--- src/fault_onoff_supervisor_defines.vh ---
// Register map, field positions, reset values and timing for the supervisor.
`ifndef FAULT_ONOFF_SUPERVISOR_DEFINES_VH
`define FAULT_ONOFF_SUPERVISOR_DEFINES_VH

// ****************************************************************
// Register offsets
// ****************************************************************
`define REG_SYSTEM_STATUS    8'h00
`define REG_PIN_INPUT_LEVELS 8'h02
`define REG_LIVE_FAULTS      8'h03
`define REG_FAULT_LOG        8'h04
`define REG_ALARM_LOG_FIRST  8'h05
`define REG_ALARM_LOG_LAST   8'h09
`define REG_CONTROL_PRIMARY  8'h0A
`define REG_RETRY_CONTROL    8'h0B
`define REG_COOLDOWN_CONFIG  8'h0E
`define REG_FAULT_ACTION     8'h0F
`define REG_MULTIPIN_A_CFG   8'h10
`define REG_MULTIPIN_A_OUT   8'h11
`define REG_MULTIPIN_B_CFG   8'h12
`define REG_FAULT_ALERT_MASK 8'h15
`define REG_METER_CONTROL    8'h84
`define REG_REBOOT_CONTROL   8'hA2
`define REG_NVM_DEFAULT      8'hAA

// ****************************************************************
// Field positions
// ****************************************************************
`define FB_OV            0
`define FB_UV            1
`define FB_OC            2
`define FB_BAD           3
`define FB_SHORT         4
`define FB_OUTSIDE       5
`define FB_PWR_FAILED    6
`define FB_PG_INPUT      7
`define CTL_ON_BIT       3
`define CTL_CLI_ENABLE   5
`define ACT_GATE_KILL    7
`define COOL_SEL_HI      3
`define COOL_SEL_LO      1
`define PIN4_MODE_HI     7
`define PIN4_MODE_LO     6
`define MODE_GP_OUTPUT   2'h1
`define MODE_FAULT_LOW   2'h2
`define MODE_FAULT_HIGH  2'h3
`define ALM_PRES_TOGGLED 7
`define ALM_NVM_WRITTEN  6
`define MTR_TICK_WRAP    7
`define MTR_METER_WRAP   6
`define RBT_COOLING      1
`define SYS_PRESENCE     0
`define SYS_SWITCH_ON    1

// ****************************************************************
// Reset values and masks
// ****************************************************************
`define RST_BYTE         8'h00
`define KILL_BASE_MASK   8'h0F

// ****************************************************************
// Timing
// ****************************************************************
`define CLK_HZ           10000000
`define TICK_US          1000
`define DEBOUNCE_MS      128
`define COOLDOWN_MIN_MS  512
`define SHORT_LIMIT_UV   255

`endif

--- src/fault_onoff_supervisor.v ---
// Fault logging and switch on/off supervision for a hot swap controller.
`timescale 1ns/100ps
`include "fault_onoff_supervisor_defines.vh"
module fault_onoff_supervisor #(
  parameter TICK_CYCLES = (`CLK_HZ / 1000000) * `TICK_US,
  parameter ON_DEFAULT  = 1'b0
) (
  // Clock and resets.
  input  wire        clk,
  input  wire        rst,
  input  wire        supply_lockout,
  // Internal register port from the serial interface engine.
  input  wire        reg_wr,
  input  wire        reg_rd,
  input  wire [7:0]  reg_addr,
  input  wire [7:0]  reg_wdata,
  output reg  [7:0]  reg_rdata,
  // Pins and comparators from outside the clock domain.
  input  wire        presence_n,
  input  wire [7:0]  pin_cmp,
  input  wire        output_low_cmp,
  input  wire        uv_low_reset,
  // Status and events from device logic on this clock.
  input  wire        sense_valid,
  input  wire [15:0] sense_uv,
  input  wire        pg_latched,
  input  wire        ov_live,
  input  wire        uv_live,
  input  wire        oc_live,
  input  wire        bad_live,
  input  wire        pg_input_live,
  input  wire        oc_event,
  input  wire        bad_event,
  input  wire        reboot_cmd,
  input  wire [39:0] alarm_event,
  input  wire        nvm_written,
  input  wire        tick_wrap,
  input  wire        meter_wrap,
  // Outputs.
  output wire        switch_enable,
  output wire        alert_n_out,
  output wire        alert_n_oe,
  output reg  [7:0]  pin_out,
  output reg  [7:0]  pin_oe
);

  // ****************************************************************
  // Cooldown length
  // ****************************************************************
  function [16:0] cool_len;
    input [2:0] sel;
    begin
      cool_len = 17'd`COOLDOWN_MIN_MS << sel;
    end
  endfunction

  // ****************************************************************
  // Declarations
  // ****************************************************************
  reg        lock_q;
  reg  [1:0] pres_s;
  reg  [7:0] pin_s1;
  reg  [7:0] pin_s2;
  reg  [1:0] vlow_s;
  reg  [1:0] uvr_s;
  reg  [7:0] ctrl_q;
  reg  [7:0] retry_q;
  reg  [7:0] cool_cfg_q;
  reg  [7:0] act_q;
  reg  [7:0] mpa_cfg_q;
  reg  [7:0] mpa_out_q;
  reg  [7:0] mpb_q;
  reg  [7:0] amask_q;
  reg  [7:0] nvm_q;
  reg  [7:0] meter_q;
  reg  [7:0] alarm_q [0:4];
  reg  [7:0] fault_q;
  reg  [7:0] fault_d;
  reg        short_q;
  reg        pres_prev_q;
  reg        on_prev_q;
  reg        switch_q;
  reg  [7:0] deb_q;
  reg [31:0] tick_q;
  reg [16:0] cool_q;
  reg  [7:0] rd_d;
  reg  [2:0] ai;
  wire       srst;
  wire       wr_fault;
  wire       presence;
  wire       outside_live;
  wire [7:0] live;
  wire [7:0] set_ev;
  wire [7:0] kill;
  wire [7:0] cleared;
  wire       hold_off;
  wire       tick;
  wire       cooling;
  wire       cool_start;
  wire       deb_done;
  wire       on_fall;
  wire       pres_fall;
  wire       pres_chg;
  wire       clear_all;
  wire       permit;
  wire [1:0] pin4_mode;

  // ****************************************************************
  // Lockout and input synchronisers
  // ****************************************************************

  // Lockout asserts the whole-block reset at once; release is clocked.
  always @(posedge clk or posedge supply_lockout)
  begin
    if (supply_lockout)
      lock_q <= 1'b1;
    else
      lock_q <= 1'b0;
  end

  assign srst = rst | lock_q;

  // Two flops on every pin or comparator level before any logic.
  always @(posedge clk)
  begin
    pres_s <= {pres_s[0], presence_n};
    pin_s1 <= pin_cmp;
    pin_s2 <= pin_s1;
    vlow_s <= {vlow_s[0], output_low_cmp};
    uvr_s  <= {uvr_s[0], uv_low_reset};
  end

  assign presence = ~pres_s[1];

  // ****************************************************************
  // Live conditions and hold-off
  // ****************************************************************
  assign pin4_mode = mpa_cfg_q[`PIN4_MODE_HI:`PIN4_MODE_LO];

  // Pin four only becomes a fault source in the two fault modes.
  assign outside_live = (pin4_mode == `MODE_FAULT_LOW)  ? ~pin_s2[3] :
                        (pin4_mode == `MODE_FAULT_HIGH) ?  pin_s2[3] :
                        1'b0;

  // Short check is only meaningful while the switch is held off.
  always @(posedge clk)
  begin
    if (srst)
      short_q <= 1'b0;
    else if (sense_valid)
      short_q <= ~switch_q && (sense_uv > 16'd`SHORT_LIMIT_UV);
  end

  assign live = {pg_input_live, vlow_s[1], outside_live, short_q,
                 bad_live, oc_live, uv_live, ov_live};
  // Collapse logs only after power good latched; status bit does not.
  assign set_ev = {pg_input_live, vlow_s[1] & pg_latched, outside_live,
                   short_q, bad_live, oc_live, uv_live, ov_live};

  // Outside fault only joins the kill set when gate kill is on.
  assign kill = `KILL_BASE_MASK |
                ({7'h00, act_q[`ACT_GATE_KILL]} << `FB_OUTSIDE);
  // Retrying faults look at live state, latch-off faults at the log.
  assign hold_off = |(kill & ((retry_q & live) |
                              (~retry_q & fault_q)));

  // ****************************************************************
  // Shared tick, debounce and cooldown
  // ****************************************************************

  // A single millisecond prescaler times every delay in the block.
  always @(posedge clk)
  begin
    if (srst || tick)
      tick_q <= 32'h00000000;
    else
      tick_q <= tick_q + 32'h00000001;
  end

  assign tick = (tick_q == TICK_CYCLES - 1);

  // Any high sample restarts the debounce; it must run low unbroken.
  always @(posedge clk)
  begin
    if (srst || !presence)
      deb_q <= 8'h00;
    else if (tick && !deb_done)
      deb_q <= deb_q + 8'h01;
  end

  assign deb_done = (deb_q == 8'd`DEBOUNCE_MS);

  // A latch-off bit in the kill set other than overvoltage, cleared by software or by clear_all, starts the retry delay.
  assign cleared = fault_q & ~fault_d & kill & ~retry_q &
                   ~(8'h01 << `FB_OV);
  // Without gate kill the switch stays on, so no retry delay is owed.
  assign cool_start = oc_event | bad_event |
                      (outside_live & act_q[`ACT_GATE_KILL]) |
                      (|cleared);

  // Restart wins over expiry; only reboot, reset or lockout cut it short.
  always @(posedge clk)
  begin
    if (srst || reboot_cmd)
      cool_q <= 17'h00000;
    else if (cool_start)
      cool_q <= cool_len(cool_cfg_q[`COOL_SEL_HI:`COOL_SEL_LO]);
    else if (tick && cooling)
      cool_q <= cool_q - 17'h00001;
  end

  assign cooling = (cool_q != 17'h00000);

  // ****************************************************************
  // Switch control
  // ****************************************************************
  assign on_fall   = on_prev_q & ~ctrl_q[`CTL_ON_BIT];
  assign pres_chg  = pres_prev_q ^ presence;
  assign pres_fall = ~pres_prev_q & presence;
  assign clear_all = on_fall | pres_fall | uvr_s[1];

  // On bit acts without debounce once presence has debounced.
  assign permit = ctrl_q[`CTL_ON_BIT] & presence & deb_done &
                  ~hold_off & ~cooling;

  always @(posedge clk)
  begin
    if (srst)
    begin
      switch_q    <= 1'b0;
      on_prev_q   <= 1'b0;
      pres_prev_q <= 1'b0;
    end
    else
    begin
      switch_q    <= permit;
      on_prev_q   <= ctrl_q[`CTL_ON_BIT];
      pres_prev_q <= presence;
    end
  end

  // Lockout drops the gate combinationally, ahead of the reset flop.
  assign switch_enable = switch_q & ~supply_lockout;

  // ****************************************************************
  // Fault log
  // ****************************************************************
  assign wr_fault = reg_wr && (reg_addr == `REG_FAULT_LOG);

  // Set always wins; bits with a live cause refuse to clear.
  always @*
  begin
    if (clear_all)
      fault_d = set_ev;
    else if (wr_fault)
      fault_d = (fault_q & reg_wdata) | reg_wdata | live | set_ev;
    else
      fault_d = fault_q | set_ev;
    if (wr_fault && !clear_all)
      fault_d = (reg_wdata | live) | set_ev;
  end

  always @(posedge clk)
  begin
    if (srst)
      fault_q <= `RST_BYTE;
    else
      fault_q <= fault_d;
  end

  // Alert pulls low while any enabled logged fault is present.
  assign alert_n_oe  = |(fault_q & amask_q);
  assign alert_n_out = 1'b0;

  // ****************************************************************
  // Configuration and alarm registers
  // ****************************************************************
  always @(posedge clk)
  begin
    if (srst)
    begin
      ctrl_q     <= {4'h0, (ON_DEFAULT != 0), 3'h0};
      retry_q    <= `RST_BYTE;
      cool_cfg_q <= `RST_BYTE;
      act_q      <= `RST_BYTE;
      mpa_cfg_q  <= `RST_BYTE;
      mpa_out_q  <= `RST_BYTE;
      mpb_q      <= `RST_BYTE;
      amask_q    <= `RST_BYTE;
      nvm_q      <= `RST_BYTE;
      meter_q    <= `RST_BYTE;
    end
    else
    begin
      if (reg_wr)
      begin
        case (reg_addr)
          `REG_CONTROL_PRIMARY:  ctrl_q     <= reg_wdata;
          `REG_RETRY_CONTROL:    retry_q    <= reg_wdata;
          `REG_COOLDOWN_CONFIG:  cool_cfg_q <= reg_wdata;
          `REG_FAULT_ACTION:     act_q      <= reg_wdata;
          `REG_MULTIPIN_A_CFG:   mpa_cfg_q  <= reg_wdata;
          `REG_MULTIPIN_A_OUT:   mpa_out_q  <= reg_wdata;
          `REG_MULTIPIN_B_CFG:   mpb_q      <= reg_wdata;
          `REG_FAULT_ALERT_MASK: amask_q    <= reg_wdata;
          `REG_NVM_DEFAULT:      nvm_q      <= reg_wdata;
          default:               nvm_q      <= nvm_q;
        endcase
      end
      // Wrap bits are sticky; zero written clears, events win.
      if (reg_wr && reg_addr == `REG_METER_CONTROL)
        meter_q <= reg_wdata & ~({1'b1, 1'b1, 6'h00} & ~meter_q) |
                   {tick_wrap, meter_wrap, 6'h00};
      else
        meter_q <= meter_q | {tick_wrap, meter_wrap, 6'h00};
    end
  end

  // Alarm logs: sticky bits cleared by zero writes or reset; the presence toggle bit also by on bit falling or UV reset.
  always @(posedge clk)
  begin
    for (ai = 3'd0; ai < 3'd5; ai = ai + 3'd1)
    begin
      if (srst)
        alarm_q[ai] <= `RST_BYTE;
      else if (reg_wr && reg_addr == `REG_ALARM_LOG_FIRST + {5'h00, ai})
        alarm_q[ai] <= (alarm_q[ai] & reg_wdata) |
                       alarm_event[8*ai +: 8];
      else
        alarm_q[ai] <= alarm_q[ai] | alarm_event[8*ai +: 8];
      // The first log also carries presence toggle and memory write.
      if (!srst && ai == 3'd0)
      begin
        if (pres_chg)
          alarm_q[0][`ALM_PRES_TOGGLED] <= 1'b1;
        else if (on_fall || uvr_s[1])
          alarm_q[0][`ALM_PRES_TOGGLED] <= 1'b0;
        if (nvm_written)
          alarm_q[0][`ALM_NVM_WRITTEN] <= 1'b1;
      end
    end
  end

  // ****************************************************************
  // Multi-function pins
  // ****************************************************************
  always @(posedge clk)
  begin
    if (srst)
    begin
      pin_out <= 8'h00;
      pin_oe  <= 8'h00;
    end
    else
    begin
      pin_out <= {mpb_q[3:0], mpa_out_q[7:4]};
      pin_oe  <= {mpb_q[7:4],
                  mpa_cfg_q[7:6] == `MODE_GP_OUTPUT,
                  mpa_cfg_q[5:4] == `MODE_GP_OUTPUT,
                  mpa_cfg_q[3:2] == `MODE_GP_OUTPUT,
                  mpa_cfg_q[1:0] == `MODE_GP_OUTPUT};
      // Indicator pulls low at startup and in current limit.
      if (ctrl_q[`CTL_CLI_ENABLE])
      begin
        pin_out[1] <= 1'b0;
        pin_oe[1]  <= ~pg_latched | oc_live;
      end
    end
  end

  // ****************************************************************
  // Register read
  // ****************************************************************
  always @*
  begin
    rd_d = 8'h00;
    case (reg_addr)
      `REG_SYSTEM_STATUS:    rd_d = {6'h00, switch_q, pres_s[1]};
      `REG_PIN_INPUT_LEVELS: rd_d = pin_s2;
      `REG_LIVE_FAULTS:      rd_d = live;
      `REG_FAULT_LOG:        rd_d = fault_q;
      `REG_CONTROL_PRIMARY:  rd_d = ctrl_q;
      `REG_RETRY_CONTROL:    rd_d = retry_q;
      `REG_COOLDOWN_CONFIG:  rd_d = cool_cfg_q;
      `REG_FAULT_ACTION:     rd_d = act_q;
      `REG_MULTIPIN_A_CFG:   rd_d = mpa_cfg_q;
      `REG_MULTIPIN_A_OUT:   rd_d = mpa_out_q;
      `REG_MULTIPIN_B_CFG:   rd_d = mpb_q;
      `REG_FAULT_ALERT_MASK: rd_d = amask_q;
      `REG_METER_CONTROL:    rd_d = meter_q;
      `REG_REBOOT_CONTROL:   rd_d = {6'h00, cooling, 1'b0};
      `REG_NVM_DEFAULT:      rd_d = nvm_q;
      default:
      begin
        if (reg_addr >= `REG_ALARM_LOG_FIRST &&
            reg_addr <= `REG_ALARM_LOG_LAST)
          rd_d = alarm_q[reg_addr[2:0] - 3'd5];
      end
    endcase
  end

  // Read data is registered, one cycle after the strobe.
  always @(posedge clk)
  begin
    if (srst)
      reg_rdata <= 8'h00;
    else if (reg_rd)
      reg_rdata <= rd_d;
  end

endmodule // fault_onoff_supervisor

--- config.mk ---
export PLATFORM = sky130hd
export DESIGN_NAME = fault_onoff_supervisor
export DESIGN_NICKNAME = d
export VERILOG_FILES = /design/src/fault_onoff_supervisor.v
export VERILOG_INCLUDE_DIRS = /design/src
export SDC_FILE = /design/constraint.sdc
export NUM_CORES = 1
export LEC_CHECK = 0
export ABC_AREA = 0
export BUFFER_PORTS_ARGS = -buffer_cell sky130_fd_sc_hd__buf_2
export CAP_MARGIN = 20
export CORE_ASPECT_RATIO = 1.1
export CORE_MARGIN = 2
export CORE_UTILIZATION = 30
export DETAILED_ROUTE_END_ITERATION = 8
export PLACE_DENSITY = 0.51
export SLEW_MARGIN = 20
export SYNTH_ARGS = -nofsm -noshare
export SYNTH_HDL_FRONTEND = slang
export SYNTH_SLANG_ARGS = --single-unit
--- constraint.sdc ---
create_clock -name clk -period 2.23 [get_ports clk]
set_clock_uncertainty 0.05 [all_clocks]
set_input_delay 0.5575 -clock clk [delete_from_list [all_inputs] [get_ports clk]]
set_output_delay 0.5575 -clock clk [all_outputs]
set_load 0.02 [all_outputs]
==> results of run 1 <==
timing repair:
item	CTS	global route
hold endpoints to repair	4	0
hold buffers	4	0
cloned	0	1
pin swaps	9	12
endpoints found under the setup margin	18	48
resized for setup	21	35
setup buffers	4	2
critical path, cell delays in order (launching register included):
cell     delay (ns)
dfxtp_1        0.31
or4_4          0.54
or3_4          0.42
or4_4          0.54
nor2_4         0.14
xnor2_2        0.12
o21ai_2        0.07
cell usage in the layout (no fill, tap or decap), drive strengths merged, types with 42 or more instances in the layout:
cell type  synthesis  routed
inv               61      64
mux2i             57      57
buf               14     311
dfxtp            195     195
a21oi             99      99
o21ai             70      70
nand2             67      67
conb               2      42
nor2             160     160
nand3             55      55
routing by layer:
layer / share of wire, % / track usage [%] / routed length [um] / vias to the layer above
li1: - / - / - / 4870
met1: 47 / 28.1 / 17700 / 4693
met2: 44 / 30.8 / 16600 / 286
met3: 5.8 / 3.34 / 2170 / 63
met4: 3.0 / 6.35 / 1150 / 2
met5: 0.037 / 0 / 14 / -
cell type report:
type	instances	area [sq um]
Clock buffer	39	866
Tap cell	487	609
Clock inverter	13	143
Sequential cell	236	5140
Timing Repair Buffer	316	2200
Multi-Input combinational cell	875	5670
Inverter	63	244
Fill cell	3582	21000
power by group through the flow:
stage | combinational (uW) | sequential (uW) | clock (uW)
2_1_floorplan | 370 | 4540 | 0
3_3_place_gp | 778 | 4550 | 0
3_5_place_dp | 777 | 4550 | 0
4_1_cts | 785 | 4460 | 5000
5_1_grt | 866 | 4470 | 5170
6_report | 804 | 4460 | 4860
cells by family (layout without fill, tap and decap cells):
family | count (synthesis) | after routing
simple gates | 438 | 438
compound gates | 248 | 248
flops | 236 | 236
buf+inv | 132 | 431
mux | 85 | 85
xor+xnor | 51 | 51
fa+ha+maj | 11 | 11
other cells | 2 | 42
stage by stage:
stage / instance area [sq um] / cells / util, %
2_1_floorplan: 11200 / 1243 / -
3_3_place_gp: 13500 / 1968 / 37.6
3_5_place_dp: 13500 / 1968 / 37.6
4_1_cts: 14700 / 2026 / 40.9
5_1_grt: 14900 / 2029 / 41.4
6_report: 14900 / 2029 / 41.4
Yosys cell counts, drive strengths merged, types with 3 or more instances:
cell       n
a2111oi    4
a211oi     3
a21o       3
a21oi     99
a222oi     5
a22o       3
a22oi     19
a311oi     5
a31oi      6
and2      17
and3      15
and4       3
buf       14
clkbuf    55
dfxtp    195
edfxtp    40
ha        11
inv       61
mux2      20
mux2i     57
mux4       8
nand2     67
nand2b     5
nand3     55
nand3b     5
nand4     24
nor2     160
nor2b     13
nor3      20
nor3b      6
nor4      20
nor4b      4
o211a      3
o21ai     70
o22ai      8
or3       11
or4        8
xnor2     22
xor2      29
worst paths after layout:
| path | start | end | depth (start not counted) |
|---|---|---|---|
| min in group asynchronous | supply_lockout | lock_q$_DFF_PP1_ | 3 |
| worst min-delay path | pin_cmp[6] | pin_s1[6]$_DFF_P_ | 1 |
| worst min register to register | pres_s[0]$_DFF_P_ | pres_s[1]$_DFF_P_ | 0 |
| worst max register to register | cool_q[4]$_SDFFE_PP0P_ | cool_q[15]$_SDFFE_PP0P_ | 6 |
| max in group asynchronous | supply_lockout | lock_q$_DFF_PP1_ | 3 |
| worst max-delay path | cool_q[4]$_SDFFE_PP0P_ | cool_q[15]$_SDFFE_PP0P_ | 6 |
==> impl_metrics.json, run 1 <==
{
  "clk_pin_slew_ns": 0.06,
  "synth_edf_count": 40,
  "cts_sinks": 236,
  "min_path_type": "in -> reg",
  "path_class": "reg -> reg",
  "cts-root-buf": "clkbuf_16",
  "grt_use_total_pct": 19.9,
  "cts_tree": "yes",
  "synth-xor-area-share_pct": 4.11,
  "clockBufferDepth": 3,
  "antenna_found_initial": 2,
  "antennaDiodeCount": 0,
  "layout_setup_ws_ns": -0.0635,
  "violations": "negative setup slack",
  "rrSetupSlack_ns": -0.06,
  "ys_seq_area_share_pct": 47.3,
  "rsz0062_at_grt": "yes",
  "p_seq_share_pct": 44.1,
  "peakVddDrop_v": 0.000521,
  "ys_ff_latch": 236,
  "dpl.hpwl_um": 27600,
  "drt_pass1_iterations": 5,
  "path_max_fanout": 5,
  "layout-drive-gt1-share_pct": 29.2,
  "grt_pass1_vias": 9847,
  "viasPerCell": 4.89,
  "ys_warn_count": 0,
  "synth_top_family_by_area": "simple AND/OR/NAND/NOR gates",
  "yosysUniqueCellTypes": 71,
  "grt_pass1_wl_um": 57400,
  "io_buffer_count": 118,
  "pwr-share-comb_pct": 7.9,
  "synth_flop_cell": "dfxtp_1",
  "gr-total-overflow": 0,
  "arrival_ns": 2.67,
  "worst_setup_path_start_kind": "flip-flop",
  "timing_hold_violations_final": 0,
  "netlist.area_leader.share_pct": 36.0,
  "largest-register": "alarm_q",
  "outcome": "finished with violations",
  "drc": 0,
  "wire_per_inst_um": 18.5,
  "start_util_pct": 30.2,
  "synthAdderAreaFrac_pct": 1.27,
  "clock_latency_ns": 0.58,
  "synth.area.top_cells": "dfxtp_1, edfxtp_1, nor2_1",
  "largest_register_ff_count": 40,
  "postSynth.asyncResetShare_pct": 0.424,
  "vias": 9914,
  "finalSetupTns_ns": -0.0933,
  "syn-cell-area_sq_um": 10900,
  "pre_cts_slack_ns": -0.438,
  "drtIter0Drc": 710,
  "core-area_sq_um": 35900,
  "routabilityCongestion": 0.919,
  "row_count": 73,
  "layout_min_cycle_time_ns": 2.29,
  "muxShareOfSynthArea_pct": 8.99,
  "netSwitchingPower_uw": 2420,
  "area_growth_pct": 36.9,
  "cp-end-kind": "flip-flop",
  "die_y_um": 204,
  "p_int_uw": 7710,
  "relSlewSlack_pct": 65.1,
  "final_antenna_net_count": 0,
  "power.density_nw_per_um2": 682,
  "cap_viol_max_count": 0,
  "synth_largest_area_cell": "dfxtp_1",
  "syn_avg_cell_area_sq_um": 9.02,
  "slew_viol_final": 0,
  "synthSimpleGateAreaFrac_pct": 19.8,
  "worstMarginPinSlew_ns": 0.510,
  "setup_viol_count_final": 3,
  "finalPower_uw": 10100,
  "wl_um": 37500,
  "worstPathRequired_ns": 2.61,
  "h-tree-depth": 1,
  "die_w_um": 185,
  "ios": 128,
  "clkPwrFrac_pct": 48.0,
  "finalCritPeriodShare_pct": 103,
  "swShare_pct": 23.9,
  "fin_nets": 1632,
  "synth_compound_area_share_pct": 13.7,
  "fp.dieArea_sq_um": 37700,
  "fmax_mhz": 436,
  "reg.largest.list": "alarm_q: 40 flops, tick_q: 32 flops, cool_q: 17 flops",
  "cts_made_buffers": 28,
  "cellLeakagePower_uw": 0.00626,
  "synth_cells": 1203,
  "hold_ws_ns": 0.0261,
  "grt_max_degree": 47
}
Note: power is estimated with default switching activity, not from simulation.
==> run 2, diff against run 1 <==
Settings changed: RECOVER_POWER set to 50.
==> run 2 against run 1 <==
Effect of this change: the run still ends with negative setup slack left; first-iteration DRC count shrank 11%; largest power group unchanged; flip-flop and latch count is the same; die area is the same; total power is essentially flat; highest routed layer unchanged; final cell count is the same; register-to-register slack is essentially flat; hold slack lost 0.00075 ns; wire length grew 0.19%.
==> impl_metrics.json, run 2 (synthesized netlist as in run 1, its figures left out) <==
{
  "critPathTopFamily": "simple AND/OR/NAND/NOR gates",
  "crit_start": "cool_q[4]$_SDFFE_PP0P_",
  "viasPerCell": 4.90,
  "dpl.hpwl_um": 27600,
  "wl_um": 37600,
  "rsz0062_at_grt": "yes",
  "hold_start": "pin_cmp[6]",
  "layout_commonest_cell": "dfxtp_1",
  "worstPathRequired_ns": 2.61,
  "crit_buf_inv": 0,
  "finalPower_uw": 10100,
  "antennaDiodeCount": 0,
  "path_max_fanout": 5,
  "antenna_found_initial": 2,
  "ios": 128,
  "fillCellCount": 3607,
  "outcome": "finished with violations",
  "cellLeakagePower_uw": 0.00609,
  "fmax_mhz": 436,
  "grt_max_degree": 47,
  "drtIter0Drc": 634,
  "row_count": 73,
  "clockBufferDepth": 3,
  "path_class": "reg -> reg",
  "final_cell_mix": "dfxtp_1, buf_4, nor2_1, a21oi_1, buf_2",
  "cts-root-buf": "clkbuf_16",
  "regArea_sq_um": 5140,
  "largest-register": "alarm_q",
  "die_w_um": 185,
  "finalCritPeriodShare_pct": 103,
  "drt_pass1_iterations": 7,
  "h-tree-depth": 1,
  "cts_sinks": 236,
  "arrival_ns": 2.67,
  "clock_latency_ns": 0.58,
  "grt_pass1_vias": 9847,
  "crit_path_frequent_cell": "or4_4",
  "slowest_stage": "or4_4",
  "layout_setup_ws_ns": -0.0635,
  "violations": "negative setup slack",
  "min_path_type": "in -> reg",
  "setup_viol_count_final": 3,
  "die_y_um": 204,
  "io_buffer_count": 118,
  "vias": 9941,
  "fin_nets": 1632,
  "start_util_pct": 30.2,
  "worstMarginPinSlew_ns": 1.03,
  "cp-end-kind": "flip-flop",
  "grt_use_total_pct": 19.9,
  "wire_per_inst_um": 18.5,
  "largest_register_ff_count": 40,
  "power.density_nw_per_um2": 686,
  "crit_chain": "or4_4, or3_4, or4_4, nor2_4, xnor2_2, o21ai_2",
  "slew_viol_final": 0,
  "routabilityCongestion": 0.919,
  "cp_slowest_stage_delay_ns": 0.54,
  "peakVddDrop_v": 0.000521,
  "cap_viol_max_count": 0,
  "relSlewSlack_pct": 31.3,
  "clk_pin_slew_ns": 0.06,
  "layout-drive-gt1-share_pct": 26.5,
  "gr-total-overflow": 0,
  "core-area_sq_um": 35900,
  "regToRegStartpoint": "cool_q[4]$_SDFFE_PP0P_",
  "cts_made_buffers": 28,
  "timing_hold_violations_final": 0,
  "layout_min_cycle_time_ns": 2.29,
  "area_growth_pct": 36.0,
  "reg.largest.list": "alarm_q: 40 flops, tick_q: 32 flops, cool_q: 17 flops",
  "fp.dieArea_sq_um": 37700,
  "multiInputGateArea_sq_um": 5660,
  "final_antenna_net_count": 0,
  "pre_cts_slack_ns": -0.438,
  "drc": 0,
  "grt_pass1_wl_um": 57400,
  "worst_setup_path_start_kind": "flip-flop",
  "cts_tree": "yes"
}
## run 2: cell types whose count changed in the layout (fill, tap and decap cells not counted), sizes merged
cell,change
buf,-47
clkbuf,+47
## run 2: worst paths after layout
check,cells after the start,slack [ns],endpoint
max,6,-0.06,cool_q[15]$_SDFFE_PP0P_
min,1,0.03,pin_s1[6]$_DFF_P_
max reg2reg,6,-0.06,cool_q[15]$_SDFFE_PP0P_
min reg2reg,0,0.27,pres_s[1]$_DFF_P_
max in group asynchronous,3,1.60,lock_q$_DFF_PP1_
min in group asynchronous,3,0.51,lock_q$_DFF_PP1_
## run 2: layer usage
metal | track usage [%] | wire (um) | vias to the layer above
met5 | 0 | 7 | -
met4 | 6.35 | 1130 | 2
met3 | 3.34 | 2400 | 63
met2 | 30.8 | 16600 | 288
met1 | 28.1 | 17500 | 4717
li1 | - | - | 4871
## run 2: area by class of cell
| type | instances | share of cell area, % |
|---|---|---|
| clock buffers | 39 | 5.86 |
| flip-flops and latches | 236 | 34.8 |
| multi-input cells | 875 | 38.3 |
| well taps | 487 | 4.13 |
| clock inverters | 13 | 0.966 |
| inverters | 63 | 1.65 |
| repair buffers | 316 | 14.2 |
## run 2: report_power, final
part / internal (uW) / leakage, uW / total (uW) / switching (uW)
Clock: 2950 / 0.000488 / 4860 / 1910
Sequential: 4420 / 0.00200 / 4460 / 43.0
Combinational: 329 / 0.00360 / 797 / 468
## run 2: metrics by stage
stage          setup TNS [ns]  utilization (%)  instances  instance area (sq um)  hold slack (ns)
2_1_floorplan           -8.64                -       1243                  11200            0.260
3_3_place_gp           -19.17             37.6       1968                  13500            0.260
3_5_place_dp           -19.11             37.6       1968                  13500            0.262
4_1_cts               -0.0336             40.9       2026                  14700         0.000557
5_1_grt                 -1.04             41.1       2029                  14800           0.0117
6_report               -0.105             41.1       2029                  14800           0.0254
## run 2: repair_timing
| action | in CTS | in global routing |
|---|---|---|
| pin swaps | 9 | 12 |
| setup buffers | 4 | 2 |
| cloned | 0 | 1 |
| resized for setup | 21 | 35 |
| hold endpoints to repair | 4 | 0 |
| hold buffers | 4 | 0 |
| endpoints found under the setup margin | 18 | 48 |
